`src/common/uii_pkg.sv`:
```
// Purpose: Shared constants and carriers for the interrupt identification block.
// Assumes: Byte-wide I/O port access with three address bits.
// Notes: Offsets are relative to the serial port base address.
package uii_pkg;
    // Port offsets.
    localparam logic [2:0] OFS_DATA = 3'h0;
    localparam logic [2:0] OFS_IER = 3'h1;
    localparam logic [2:0] OFS_IDENT = 3'h2;
    localparam logic [2:0] OFS_LSR = 3'h5;
    localparam logic [2:0] OFS_MSR = 3'h6;
    // Reset values.
    localparam logic [7:0] IER_RST = 8'h00;
    localparam logic [7:0] DIVH_RST = 8'h00;
    localparam logic [7:0] IDENT_RST = 8'h01;
    // Enable register bit positions.
    localparam int IE_RDA = 0;
    localparam int IE_THRE = 1;
    localparam int IE_RLS = 2;
    localparam int IE_MS = 3;
    localparam logic [3:0] IE_MASK = 4'hF;
    // Identification register field positions.
    localparam int ID_PEND_N = 0;
    localparam int ID_TYPE_LO = 1;
    localparam int ID_TOUT = 3;
    localparam int ID_FIFO_LO = 6;
    // Pending type codes.
    localparam logic [1:0] PT_MS = 2'b00;
    localparam logic [1:0] PT_THRE = 2'b01;
    localparam logic [1:0] PT_RDA = 2'b10;
    localparam logic [1:0] PT_RLS = 2'b11;
    // Character times of silence before a receive timeout.
    localparam logic [2:0] TOUT_CHARS = 3'h4;
    // Host I/O request, all fields on core_clk.
    typedef struct packed {
        logic rd;
        logic wr;
        logic [2:0] addr;
        logic [7:0] wdata;
    } uii_io_t;
    // Events and levels from the rest of the port.
    typedef struct packed {
        logic line_err;
        logic rx_ready;
        logic thr_empty;
        logic modem_chg;
        logic rx_push;
        logic rx_nonempty;
        logic char_tick;
    } uii_evt_t;
endpackage

```
`src/hw/uii_timeout.sv`:
```
// Purpose: Receive character timeout detector.
// Assumes: char_tick pulses once per character time on core_clk.
// Notes: Works only while FIFO mode is on.
`timescale 1ns/10ps
module uii_timeout (
    input wire logic core_clk,
    input wire logic rst,
    input wire logic fifo_mode,
    input wire logic rx_push,
    input wire logic rx_pop,
    input wire logic rx_nonempty,
    input wire logic char_tick,
    output logic tout_flag
);
    import uii_pkg::*;

    logic [2:0] cnt;
    logic [2:0] next_cnt;
    logic next_tout_flag;
    logic restart;
    logic hit;

    ////////////////////////////////////////////////////////////////////////
    // Restart on any FIFO traffic and idle while empty or out of FIFO mode.
    always_comb begin
        restart = rx_push | rx_pop | ~rx_nonempty | ~fifo_mode;
        hit = char_tick & ~restart & (cnt == TOUT_CHARS - 3'h1);
        next_cnt = cnt;
        if (restart) begin
            next_cnt = 3'h0;
        end else if (char_tick && cnt != TOUT_CHARS) begin
            next_cnt = cnt + 3'h1;
        end
        next_tout_flag = tout_flag;
        if (rx_pop || !fifo_mode) begin
            next_tout_flag = 1'b0;
        end
        if (hit) begin
            next_tout_flag = 1'b1;
        end
    end

    // Counter and flag registers.
    always_ff @(posedge core_clk) begin
        if (rst) begin
            cnt <= 3'h0;
            tout_flag <= 1'b0;
        end else begin
            cnt <= next_cnt;
            tout_flag <= next_tout_flag;
        end
    end

    ////////////////////////////////////////////////////////////////////////
    // Flag rises only after four silent character times with data held.
    tout_after_four_a: assert property (@(posedge core_clk) disable iff (rst)
        $rose(tout_flag) |-> $past(char_tick) && $past(cnt) == 3'h3)
        else $error("timeout flag set before four character times");
    // Traffic restarts the count.
    traffic_restart_a: assert property (@(posedge core_clk) disable iff (rst)
        (rx_push || rx_pop || !rx_nonempty) |=> cnt == 3'h0)
        else $error("timeout counter not restarted by traffic");
endmodule

```
`src/hw/uii_top.sv`:
```
// Purpose: Interrupt identification, enable and divisor high byte of a serial port.
// Assumes: Host I/O strobes and status events come from logic on core_clk.
// Notes: A read holds io.rd high for the whole access; read data stands until it ends.
//
// How it works
// - Line status outranks received data, which outranks transmit empty, then modem status.
// - A read of the identification register freezes and presents the top pending source.
// - New events are still recorded during that read but the presented value stays put.
// - Bits 7 and 6 read as one while the FIFOs are enabled.
// - Bits 5 and 4 always read as zero.
// - Bit 3 is the timeout flag, set with bit 2 in FIFO mode and zero otherwise.
// - The type field codes modem 00, transmit empty 01, received data 10, line status 11.
// - Bit 0 is low when something is pending, so an idle read gives 01h with the FIFOs off and C1h with them on.
// - Line errors raise the line status source; reading the line status register clears it.
// - Received data is pending while data or the trigger level is present and drops with it.
// - In FIFO mode a timeout is flagged after four quiet character times with data held; a data read clears it.
// - Transmit empty clears on an identification read reporting it, or on a data write.
// - Modem line changes raise the modem source; reading the modem status register clears it.
// - The divisor high byte is a full read/write byte.
// - Offset one reaches the divisor high byte with the latch select set, else the enables.
// - A disabled source is never reported though its flags keep working.
`timescale 1ns/10ps
module uii_top (
    input wire logic core_clk,
    input wire logic rst,
    input wire uii_pkg::uii_io_t io,
    input wire uii_pkg::uii_evt_t evt,
    input wire logic fifos_enabled_flags,
    input wire logic divisor_latch_select,
    output logic [7:0] io_rdata,
    output logic [7:0] divisor_high_byte,
    output logic [3:0] irq_enable,
    output logic irq_pending,
    output logic rx_pop
);
    import uii_pkg::*;

    logic rd_q;
    logic rd_start;
    logic rd_end;
    logic rls_flag;
    logic thre_flag;
    logic ms_flag;
    logic tout_flag;
    logic ident_read;
    logic [7:0] ident_live;
    logic [7:0] ident_hold;
    logic [7:0] next_io_rdata;
    logic [7:0] next_divisor_high_byte;
    logic [3:0] next_irq_enable;
    logic next_irq_pending;
    logic next_rx_pop;
    logic next_rls_flag;
    logic next_thre_flag;
    logic next_ms_flag;
    logic next_ident_read;
    logic [7:0] next_ident_hold;
    logic [3:0] pend;

    ////////////////////////////////////////////////////////////////////////
    // Build the identification byte from the enabled pending sources.
    function automatic logic [7:0] ident_code(input logic [3:0] p, input logic tout,
                                              input logic fifo_on);
        logic [7:0] v;
        v = IDENT_RST;
        if (p[IE_RLS]) begin
            v[ID_TOUT:ID_TYPE_LO] = {1'b0, PT_RLS};
        end else if (p[IE_RDA]) begin
            v[ID_TOUT:ID_TYPE_LO] = {tout & fifo_on, PT_RDA};
        end else if (p[IE_THRE]) begin
            v[ID_TOUT:ID_TYPE_LO] = {1'b0, PT_THRE};
        end else begin
            v[ID_TOUT:ID_TYPE_LO] = {1'b0, PT_MS};
        end
        v[ID_PEND_N] = ~(|p);
        v[ID_FIFO_LO+1:ID_FIFO_LO] = {2{fifo_on}};
        return v;
    endfunction

    ////////////////////////////////////////////////////////////////////////
    // Access edges and the live identification value.
    always_comb begin
        rd_start = io.rd & ~rd_q;
        rd_end = rd_q & ~io.rd;
        pend[IE_RLS] = rls_flag & irq_enable[IE_RLS];
        pend[IE_RDA] = (evt.rx_ready | tout_flag) & irq_enable[IE_RDA];
        pend[IE_THRE] = thre_flag & irq_enable[IE_THRE];
        pend[IE_MS] = ms_flag & irq_enable[IE_MS];
        ident_live = ident_code(pend, tout_flag, fifos_enabled_flags);
    end

    // Receive timeout detector.
    uii_timeout u_tout (
        .core_clk(core_clk),
        .rst(rst),
        .fifo_mode(fifos_enabled_flags),
        .rx_push(evt.rx_push),
        .rx_pop(rx_pop),
        .rx_nonempty(evt.rx_nonempty),
        .char_tick(evt.char_tick),
        .tout_flag(tout_flag)
    );

    ////////////////////////////////////////////////////////////////////////
    // Sticky source flags; a set in the clearing cycle wins.
    always_comb begin
        next_rls_flag = rls_flag;
        next_thre_flag = thre_flag;
        next_ms_flag = ms_flag;
        if (rd_start && io.addr == OFS_LSR) begin
            next_rls_flag = 1'b0;
        end
        if (rd_start && io.addr == OFS_MSR) begin
            next_ms_flag = 1'b0;
        end
        if (io.wr && io.addr == OFS_DATA && !divisor_latch_select) begin
            next_thre_flag = 1'b0;
        end
        if (rd_end && ident_read && ident_hold[ID_PEND_N] == 1'b0
            && ident_hold[ID_TOUT:ID_TYPE_LO] == {1'b0, PT_THRE}) begin
            next_thre_flag = 1'b0;
        end
        if (evt.line_err) begin
            next_rls_flag = 1'b1;
        end
        if (evt.thr_empty) begin
            next_thre_flag = 1'b1;
        end
        if (evt.modem_chg) begin
            next_ms_flag = 1'b1;
        end
    end

    // Source flag registers.
    always_ff @(posedge core_clk) begin
        if (rst) begin
            rls_flag <= 1'b0;
            thre_flag <= 1'b0;
            ms_flag <= 1'b0;
        end else begin
            rls_flag <= next_rls_flag;
            thre_flag <= next_thre_flag;
            ms_flag <= next_ms_flag;
        end
    end

    ////////////////////////////////////////////////////////////////////////
    // Host access: writes, read data and the frozen identification value.
    always_comb begin
        next_divisor_high_byte = divisor_high_byte;
        next_irq_enable = irq_enable;
        next_io_rdata = io_rdata;
        next_ident_read = ident_read;
        next_ident_hold = ident_hold;
        next_rx_pop = rd_start && io.addr == OFS_DATA && !divisor_latch_select;
        next_irq_pending = ~ident_live[ID_PEND_N];
        if (io.wr && io.addr == OFS_IER) begin
            if (divisor_latch_select) begin
                next_divisor_high_byte = io.wdata;
            end else begin
                next_irq_enable = io.wdata[3:0] & IE_MASK;
            end
        end
        if (rd_start) begin
            next_ident_read = io.addr == OFS_IDENT;
            next_ident_hold = ident_live;
            case (io.addr)
                OFS_IER: begin
                    next_io_rdata = divisor_latch_select ? divisor_high_byte
                                                         : {4'h0, irq_enable};
                end
                OFS_IDENT: begin
                    next_io_rdata = ident_live;
                end
                default: begin
                    next_io_rdata = 8'h00;
                end
            endcase
        end else if (rd_end) begin
            next_ident_read = 1'b0;
        end
    end

    // Host access registers; read data stands while io.rd stays high.
    always_ff @(posedge core_clk) begin
        if (rst) begin
            rd_q <= 1'b0;
            divisor_high_byte <= DIVH_RST;
            irq_enable <= IER_RST[3:0];
            io_rdata <= 8'h00;
            ident_read <= 1'b0;
            ident_hold <= IDENT_RST;
            rx_pop <= 1'b0;
            irq_pending <= 1'b0;
        end else begin
            rd_q <= io.rd;
            divisor_high_byte <= next_divisor_high_byte;
            irq_enable <= next_irq_enable;
            io_rdata <= next_io_rdata;
            ident_read <= next_ident_read;
            ident_hold <= next_ident_hold;
            rx_pop <= next_rx_pop;
            irq_pending <= next_irq_pending;
        end
    end

    ////////////////////////////////////////////////////////////////////////
    // Checks on the presented identification value and source flags.
    line_first_a: assert property (@(posedge core_clk) disable iff (rst)
        pend[IE_RLS] |-> ident_live[ID_TOUT:ID_TYPE_LO] == {1'b0, PT_RLS})
        else $error("line status not ranked first");
    ident_frozen_a: assert property (@(posedge core_clk) disable iff (rst)
        (ident_read && io.rd && rd_q) |=> $stable(io_rdata))
        else $error("identification value changed during a read");
    ident_snap_a: assert property (@(posedge core_clk) disable iff (rst)
        (io.rd && !rd_q && io.addr == OFS_IDENT) |=> io_rdata == $past(ident_live))
        else $error("identification read did not present the live value");
    fifo_bits_a: assert property (@(posedge core_clk) disable iff (rst)
        ident_live[7:6] == {2{fifos_enabled_flags}} && ident_live[5:4] == 2'b00)
        else $error("top or reserved identification bits wrong");
    idle_code_a: assert property (@(posedge core_clk) disable iff (rst)
        (pend == 4'h0 && !fifos_enabled_flags) |-> ident_live == IDENT_RST)
        else $error("idle identification value is not 01h");
    tout_bit_a: assert property (@(posedge core_clk) disable iff (rst)
        ident_live[ID_TOUT] |-> fifos_enabled_flags && ident_live[2])
        else $error("timeout bit without FIFO mode or bit 2");
    lsr_clear_a: assert property (@(posedge core_clk) disable iff (rst)
        (io.rd && !rd_q && io.addr == OFS_LSR && !evt.line_err) |=> !rls_flag)
        else $error("line status source not cleared by its read");
    msr_clear_a: assert property (@(posedge core_clk) disable iff (rst)
        (io.rd && !rd_q && io.addr == OFS_MSR && !evt.modem_chg) |=> !ms_flag)
        else $error("modem source not cleared by its read");
    thr_write_a: assert property (@(posedge core_clk) disable iff (rst)
        (io.wr && io.addr == OFS_DATA && !divisor_latch_select && !evt.thr_empty)
        |=> !thre_flag)
        else $error("transmit empty not cleared by a data write");
    masked_quiet_a: assert property (@(posedge core_clk) disable iff (rst)
        (irq_enable == 4'h0) |-> ident_live[ID_PEND_N])
        else $error("disabled source reported as pending");
    divh_write_a: assert property (@(posedge core_clk) disable iff (rst)
        (io.wr && io.addr == OFS_IER && divisor_latch_select)
        |=> divisor_high_byte == $past(io.wdata) && $stable(irq_enable))
        else $error("divisor high byte write misrouted");
endmodule

```
`config.mk`:
```
export PLATFORM = sky130hd
export DESIGN_NAME = uii_top
export DESIGN_NICKNAME = d
export VERILOG_FILES = /design/src/common/uii_pkg.sv /design/src/hw/uii_timeout.sv /design/src/hw/uii_top.sv
export SDC_FILE = /design/constraint.sdc
export NUM_CORES = 1
export LEC_CHECK = 0
export BUFFER_PORTS_ARGS = -buffer_cell sky130_fd_sc_hd__buf_4
export CAP_MARGIN = 20
export CELL_PAD_IN_SITES_DETAIL_PLACEMENT = 1
export CELL_PAD_IN_SITES_GLOBAL_PLACEMENT = 1
export CORE_MARGIN = 2
export CORE_UTILIZATION = 25
export DETAILED_ROUTE_END_ITERATION = 6
export PLACE_DENSITY_LB_ADDON = 0.25
export SKIP_LAST_GASP = 1
export SYNTH_ARGS = -nofsm -noshare
export SYNTH_HDL_FRONTEND = slang
export SYNTH_HIERARCHICAL = 1
export SYNTH_SLANG_ARGS = --single-unit
```
`constraint.sdc`:
```
create_clock -name core_clk -period 1.5 [get_ports core_clk]
set_input_delay 0 -clock core_clk [delete_from_list [all_inputs] [get_ports core_clk]]
set_output_delay 0 -clock core_clk [all_outputs]
set_load 0.03 [all_outputs]
```
# Word-level counts from Yosys, hierarchy flattened
# Cells that the tools add are included.
dict set report totals {
  wordCells 82
  regBits 35
  output_inout_bits 22
}
dict set report op_classes {
  eq_ne 7
  mux 16
  add_sub_neg 1
  n_reduce_logical 24
  n_bitwise 21
}
# op count
set op_table {}
lappend op_table {{case mux 8 bit (2 select lines)} 1}
lappend op_table {{two-way mux 1 bit} 12}
lappend op_table {{logical AND 1 bit} 11}
lappend op_table {{AND 1 bit} 9}
lappend op_table {{two-way mux 8 bit} 1}
lappend op_table {{inverter 1 bit} 8}
lappend op_table {{nonzero test 2 bit} 4}
lappend op_table {{equality test 3 x 1 -> 1 bit (second input constant)} 2}
lappend op_table {{equality test 3 x 2 -> 1 bit (second input constant)} 2}
lappend op_table {{equality test 3 bit (second input constant)} 2}
lappend op_table {{two-way mux 3 bit} 2}
lappend op_table {{OR 1 bit} 4}
lappend op_table {{AND reduction 2 bit} 2}
lappend op_table {{OR reduction 4 bit} 1}
lappend op_table {{adder 3 x 1 -> 3 bit (second input constant)} 1}
lappend op_table {{logical NOT 3 bit} 1}
lappend op_table {{inequality test 3 bit (second input constant)} 1}
lappend op_table {{nonzero test 3 bit} 1}
lappend op_table {{logical NOT 1 bit} 2}
lappend op_table {{OR reduction 2 bit} 1}
lappend op_table {{logical OR 1 bit} 1}

# Longest topological paths before layout
# Gate-level depths: netlist of run 1.
dict set report logic_depth {
  depth_word 7
  depth_mapped 6
  depth_no_buf 5
}

# Hierarchy
# The synthesis of run 1 kept the hierarchy.
# module area_each_um2 cells_each instances
set modules_own_cells {}
lappend modules_own_cells {uii_top 1427.6 154 1}
lappend modules_own_cells {uii_timeout 225.2 24 1}

# Least setup slack after synthesis of run 1
# OpenSTA, ideal clock, no wires.
dict set report synth_path {
  path_kind {reg-to-reg}
  start {register irq_enable[0]}
  end {register ident_hold[0]}
  n_path_buf 0
  slack_ns 0.135
  path_stages_with_launch 4
  arrival_ns 1.246
  t_required_ns 1.380
  path_cell_list {dfxtp_1 > o21ai_0 > and3_1 > a211o_1}
}
dict set report synth_via {
  elab_chain_cells 3
}
# item line
set synth_rtl {}
lappend synth_rtl {{start: declaration} uii_top.sv:32} ;# output logic [3:0] irq_enable,
lappend synth_rtl {{start signal: assignment} uii_top.sv:189} ;# irq_enable <= IER_RST[3:0];
lappend synth_rtl {{start signal: assignment} uii_top.sv:198} ;# irq_enable <= next_irq_enable;
lappend synth_rtl {{AND 1 bit} uii_top.sv:86} ;# pend[IE_RDA] = (evt.rx_ready | tout_flag) & irq_enable[IE_RDA];
lappend synth_rtl {{OR reduction 4 bit} uii_top.sv:75} ;# v[ID_PEND_N] = ~(|p);
lappend synth_rtl {{inverter 1 bit} uii_top.sv:75}
lappend synth_rtl {{end signal: assignment} uii_top.sv:201} ;# ident_hold <= next_ident_hold;
lappend synth_rtl {{end: declaration} uii_top.sv:47} ;# logic [7:0] ident_hold;
# No other way between the ends.
# A chain may end at the register's enable or synchronous reset.

# Worst setup path in the final report of run 1
dict set report layout_path {
  start {register u_tout.tout_flag}
  end {register io_rdata[0]}
}
dict set report layout_via {
  elab_chain_cells 5
}
# item line
set layout_rtl {}
lappend layout_rtl {{start: declaration} uii_timeout.sv:13} ;# output logic tout_flag
lappend layout_rtl {{start signal: assignment} uii_timeout.sv:50} ;# tout_flag <= next_tout_flag;
lappend layout_rtl {{OR 1 bit} uii_top.sv:86}
lappend layout_rtl {{AND 1 bit} uii_top.sv:86}
lappend layout_rtl {{OR reduction 4 bit} uii_top.sv:75}
lappend layout_rtl {{inverter 1 bit} uii_top.sv:75}
lappend layout_rtl {{case mux 8 bit (2 select lines)} uii_top.sv:167} ;# case (io.addr)
lappend layout_rtl {{end signal: assignment} uii_top.sv:199} ;# io_rdata <= next_io_rdata;
lappend layout_rtl {{end: declaration} uii_top.sv:30} ;# output logic [7:0] io_rdata,
# No other way between the ends.

==> impl_metrics.ini, run 1 <==
[status]
outcome = complete, no violations

[clock_tree]
cts_setup_buffers = 0
cts-htree-levels = 2
worst_setup_hold_path_clk_slew_ns = 0.07
numClockSinks = 35
cts_hold_buf = 12
cts_resized = 0
tritoncts = yes
clk-insertion-delay-late_ns = 0.29
clk_buf_depth = 2
cts-buffers-inserted = 5
clock_tree.root_cell = clkbuf_8

[global_route]
maximum_number_of_pins_on_one_net_before_global_route_repair = 29
wire_length_of_the_first_global_routing_pass_um = 7840
grt.total_usage_pct = 13.6
global_route.overflow_total = 0
grt_pass1_vias = 1576
grt_antenna_before_repair = 0

[worst_setup_path]
startpoint = u_tout/tout_flag
critical_path_arrival_ns = 1.50
endpoint = io_rdata[0]
crit_path_end_kind = register
cp.required_ns = 1.70
startpoint_type = register
criticalPathCategory = register to register
r2r-start = u_tout/tout_flag
r2r_setup_slk_ns = 0.20
worst_r2r_endpoint = io_rdata[0]
rr_worst_depth = 3
critical_path_peak_fanout = 5

[route]
drt-total-wl_um = 4710
vias = 1552
first_iter_violations = 36
antenna_violating_nets_post_route = 0
firstDrtPassIters = 4
wl_per_cell_um = 14.9
drcViolationCount = 0
avgViaCountPerCell = 4.91

[timing]
finalClockSkew_ns = 0.00740
finalHoldWorstSlack_ns = 0.0151
worst_pin_slew_ns = 0.514
setup_violations_final = 0
finalCritPeriodShare_pct = 86.9
maxSlewViolCount = 0
min_period_ns = 1.30
rsz0062_at_grt = false
timing.setup.tns_ns = 0
timing.final.ws_setup_ns = 0.196
timing.slew.headroom_pct = 65.3
clock.fmax_ghz = 0.767
finalHoldViolations = 0

[layout]
num_antenna_cells = 0
layout.cell_area.non_filler_mm2 = 0.00230
finish.utilization_pct = 36.0
fraction_of_final_layout_cells_sized_beyond_drive_strength_1_pct = 31.8
instances_no_fill = 316
areaGrowthSynthToFinish_pct = 38.9
fillers = 766
final_net_count = 267
mostFrequentLayoutCell = buf_4
top_library_cells_by_usage_in_the_layout_fill_and_taps_aside = buf_4, dfxtp_1, inv_1, nor2_1, dlygate4sd3_1

[power_and_ir_drop]
seq_power_share_pct = 50.6
max-vdd-ir-drop_uv = 300
power_frac_clock_pct = 34.4
power.internal_mw = 1.43
share_comb_of_total_power_pct = 15.1
netSwitchingFraction_pct = 26.2
power.leakage_nw = 0.908
design_power_total_mw = 1.93
switchingPower_mw = 0.507
power-per-cell-area_mw_per_mm2 = 842

[die]
core_mm2 = 0.00639
die_h_um = 85.3
design.portCount = 46
rows = 29
floorplan.die_area_mm2 = 0.00728
starting_density_of_the_core_pct = 25.9
die_w_um = 85.3

[logic_synthesis]
synth_area_mm2 = 0.00165
share_of_synthesized_area_occupied_by_flip_flops_and_latches_pct = 42.4
synth_fp_nets = 207
yosysTopAreaCell = dfxtp_1
yosys.area.top_type_share_pct = 42.4
synth_cells = 178
synth_cell_types = 46
synthesis.area_per_instance_um2 = 9.29
synth.area.top_cells = dfxtp_1, a311oi_1, a31o_2
ys_ff_latch = 35
synth_enable_flop_cells = 0
yosys_warnings = 6
synth-main-ff-cell = dfxtp_1
asyncSetResetFlopFracSynth_pct = 0

[placed_design]
place_inst = 296
post_dp_cell_area_mm2 = 0.00209
dp_hpwl_um = 3420
placement.setup.worst_slack_ns = 0.214
gp_congestion = 0.707
count_of_buffers_inserted_at_the_top_level_ports = 45

[min_path]
hp-class = input pin to register

[job]
drv.max_cap_violation_count = 0
## synthesized netlist by cell type (all sizes together), types with 2 or more instances
master,n
a211oi,3
a21boi,3
a21oi,11
a311oi,11
a31o,9
and3,3
buf,6
clkbuf,6
dfxtp,35
ha,5
inv,15
mux2,2
mux2i,3
nand2,5
nand2b,4
nand3,8
nand4,3
nand4b,2
nor2,12
nor2b,4
nor3b,3
nor4b,2
o21ai,9
## critical path, stage by stage (launching register included)
cell and delay, ns:
dfxtp_1 0.32, o21ai_0 0.44, nand4_1 0.18, a311oi_2 0.28
## power groups by stage
stage	clock (mW)	combinational, mW	sequential [mW]
final	0.664	0.291	0.977
after global routing	0.735	0.321	0.981
after CTS	0.684	0.294	0.978
after detailed placement	0	0.269	0.999
after global placement	0	0.269	1.00
after floorplan	0	0.121	1.02
## cell type report
class	count	area [µm²]	area share [%]
sequential	35	701	30.5
timing repair buffer	65	531	23.1
clock inverter	1	5.00	0.218
inverter	15	56.3	2.45
multi-input combinational	116	831	36.2
clock buffer	7	76.3	3.32
tap	77	96.3	4.20
## registers in the layout, summed over array words and instances, names as in the netlist
register	count
ident_read	1
rls_flag	1
u_tout/tout_flag	1
u_tout/cnt	3
rd_q	1
io_rdata	8
irq_pending	1
rx_pop	1
thre_flag	1
ident_hold	4
ms_flag	1
irq_enable	4
divisor_high_byte	8
## cells by family (layout without fill, tap and decap cells)
| family | count (synthesis) | in the layout | share of synthesized area [%] |
|---|---|---|---|
| xor+xnor | 1 | 1 | 0.530 |
| buf+inv | 27 | 88 | 7.34 |
| flops | 35 | 35 | 42.4 |
| simple gates | 50 | 50 | 17.9 |
| compound gates | 55 | 55 | 24.8 |
| mux | 5 | 5 | 3.18 |
| fa+ha+maj | 5 | 5 | 3.79 |
## worst min-delay path by stage
| stage | depth (start not counted) | endpoint | slack [ns] | from |
|---|---|---|---|---|
| floorplan | 1 | thre_flag | 0.12 | evt[4] |
| global placement | 3 | rls_flag | 0.21 | evt[6] |
| detailed placement | 3 | ms_flag | 0.22 | evt[3] |
| CTS | 2 | ident_hold[3] | 0.02 | rst |
| global route | 2 | ident_hold[3] | 0.03 | rst |
| finish | 2 | ident_hold[3] | 0.02 | rst |
## layer usage
| layer | GRT usage [%] | up-vias | wire length, µm |
|---|---|---|---|
| met5 | 0 | - | 0 |
| met1 | 19.3 | 741 | 2350 |
| met4 | 4.33 | 0 | 51 |
| met2 | 20.4 | 36 | 2080 |
| li1 | - | 770 | - |
| met3 | 3.21 | 5 | 221 |
No activity file was read; power rests on OpenSTA's default activity.
==> run 2: changes to the inputs <==
--- a/config.mk
+++ b/config.mk
@@ -12,7 +12,7 @@
 export CORE_MARGIN = 2
 export CORE_UTILIZATION = 25
 export DETAILED_ROUTE_END_ITERATION = 6
-export PLACE_DENSITY_LB_ADDON = 0.25
+export PLACE_DENSITY = 0.55
 export SKIP_LAST_GASP = 1
 export SYNTH_ARGS = -nofsm -noshare
 export SYNTH_HDL_FRONTEND = slang
==> impl_metrics.ini, run 2 (synthesis results as in run 1) <==
[status]
outcome = complete, no violations

[layout]
num_antenna_cells = 0
mostFrequentLayoutCell = buf_4
largestRegisters = divisor_high_byte: 8 flops, io_rdata: 8 flops
fraction_of_final_layout_cells_sized_beyond_drive_strength_1_pct = 32.2
finish.utilization_pct = 36.2
final_net_count = 267
top_library_cells_by_usage_in_the_layout_fill_and_taps_aside = buf_4, dfxtp_1, inv_1, nor2_1, dlygate4sd3_1
areaGrowthSynthToFinish_pct = 40.0

[timing]
finalHoldViolations = 0
setup_violations_final = 0
maxSlewViolCount = 0
clock.fmax_ghz = 0.742
rsz0062_at_grt = false
finalCritPeriodShare_pct = 89.9
worst_pin_slew_ns = 0.553
min_period_ns = 1.35
timing.slew.headroom_pct = 62.8
timing.final.ws_setup_ns = 0.152
finalClockSkew_ns = 0.00366
timing.setup.tns_ns = 0

[power_and_ir_drop]
power.internal_mw = 1.52
power.leakage_nw = 0.917
power_frac_clock_pct = 37.4
share_comb_of_total_power_pct = 14.4
design_power_total_mw = 2.03
netSwitchingFraction_pct = 25.1
max-vdd-ir-drop_uv = 322
power-per-cell-area_mw_per_mm2 = 876
seq_power_share_pct = 48.2
switchingPower_mw = 0.509

[clock_tree]
worst_setup_hold_path_clk_slew_ns = 0.07
cts-htree-levels = 2
numClockSinks = 35
cts_setup_buffers = 0
clk-insertion-delay-late_ns = 0.29
tritoncts = yes
cts-buffers-inserted = 5
clock_tree.root_cell = clkbuf_8
clk_buf_depth = 2

[placed_design]
gp_congestion = 0.743
placement.setup.worst_slack_ns = 0.172
dp_hpwl_um = 3480
count_of_buffers_inserted_at_the_top_level_ports = 45

[worst_setup_path]
rr_worst_depth = 3
worst_r2r_endpoint = io_rdata[2]
criticalPathCategory = register to register
crit_path_end_kind = register
cp.required_ns = 1.68
r2r-start = u_tout/tout_flag
critical_path_arrival_ns = 1.53
startpoint_type = register
r2r_setup_slk_ns = 0.15
critical_path_peak_fanout = 5

[route]
highest_layer = met4
detail_route.wirelength.met1_um = 2390
vias = 1571
firstDrtPassIters = 5
antenna_violating_nets_post_route = 0
dr_wl_met2_um = 2180
avgViaCountPerCell = 4.97
first_iter_violations = 39
drt-total-wl_um = 4810
wl_per_cell_um = 15.2
met3RoutedLength_um = 221
drcViolationCount = 0

[min_path]
worst_hold_startpoint = evt[2]
whs_path_depth = 4
min_to = u_tout/cnt[2]
hp-class = input pin to register

[die]
die_h_um = 85.3
core_mm2 = 0.00639
design.portCount = 46
starting_density_of_the_core_pct = 25.9
floorplan.die_area_mm2 = 0.00728
die_w_um = 85.3
rows = 29

[global_route]
wire_length_of_the_first_global_routing_pass_um = 8070
maximum_number_of_pins_on_one_net_before_global_route_repair = 29
grt_antenna_before_repair = 0
global_route.overflow_total = 0
grt.total_usage_pct = 13.9
grt_pass1_vias = 1593

[job]
drv.max_cap_violation_count = 0
[run 2: cell count changes in the layout (fill, tap and decap cells not counted)]
| cell | change |
|---|---|
| clkbuf_1 | -1 |
| clkinv_2 | -1 |
| clkbuf_8 | +2 |
[run 2: worst max-delay path by stage]
| stage | start | to | slack (ns) |
|---|---|---|---|
| after floorplan | irq_enable[0] | ident_hold[0] | 0.13 |
| after global placement | u_tout/tout_flag | io_rdata[2] | 0.21 |
| after detailed placement | u_tout/tout_flag | io_rdata[2] | 0.17 |
| after CTS | u_tout/tout_flag | io_rdata[0] | 0.15 |
| after global routing | u_tout/tout_flag | io_rdata[0] | 0.03 |
| final | u_tout/tout_flag | io_rdata[2] | 0.15 |
[run 2: what timing repair did]
| action | 4_1_cts | 5_1_grt |
|---|---|---|
| resized for setup | 0 | 0 |
| endpoints found under the setup margin | 0 | 0 |
| hold buffers | 12 | 0 |
| endpoints found under the hold margin | 15 | 0 |
[run 2: stage by stage]
step	std cells	hold WS, ns	instance area (µm²)
3_5_place_dp	296	0.216	2090
6_report	316	0.0200	2310
5_1_grt	316	0.0302	2310
4_1_cts	316	0.0171	2310
3_3_place_gp	296	0.210	2090
2_1_floorplan	178	0.117	1650
[run 2: power groups by stage]
stage | Sequential [mW] | Clock [mW] | Combinational, mW
3_3_place_gp | 1.00 | 0 | 0.269
4_1_cts | 0.978 | 0.784 | 0.294
3_5_place_dp | 0.999 | 0 | 0.269
5_1_grt | 0.980 | 0.840 | 0.320
2_1_floorplan | 1.02 | 0 | 0.121
6_report | 0.977 | 0.758 | 0.292
[run 2: cell type report]
type	instances	area (µm²)
Sequential cell	35	701
Clock buffer	8	100
Tap cell	77	96.3
Inverter	15	56.3
Fill cell	747	4070
Timing Repair Buffer	65	531
Multi-Input combinational cell	116	831
[run 2: per-layer routing]
layer / track usage, % / vias up
li1: - / 769
met1: 19.3 / 762
met2: 21.4 / 38
met3: 3.89 / 2
met4: 3.46 / 0
met5: 0 / -
[run 2: worst max-delay path, stage by stage, from the launching register on]
cell      delay [ns]
dfxtp_1         0.32
o21ai_0         0.47
a21boi_0        0.19
o221a_2         0.27
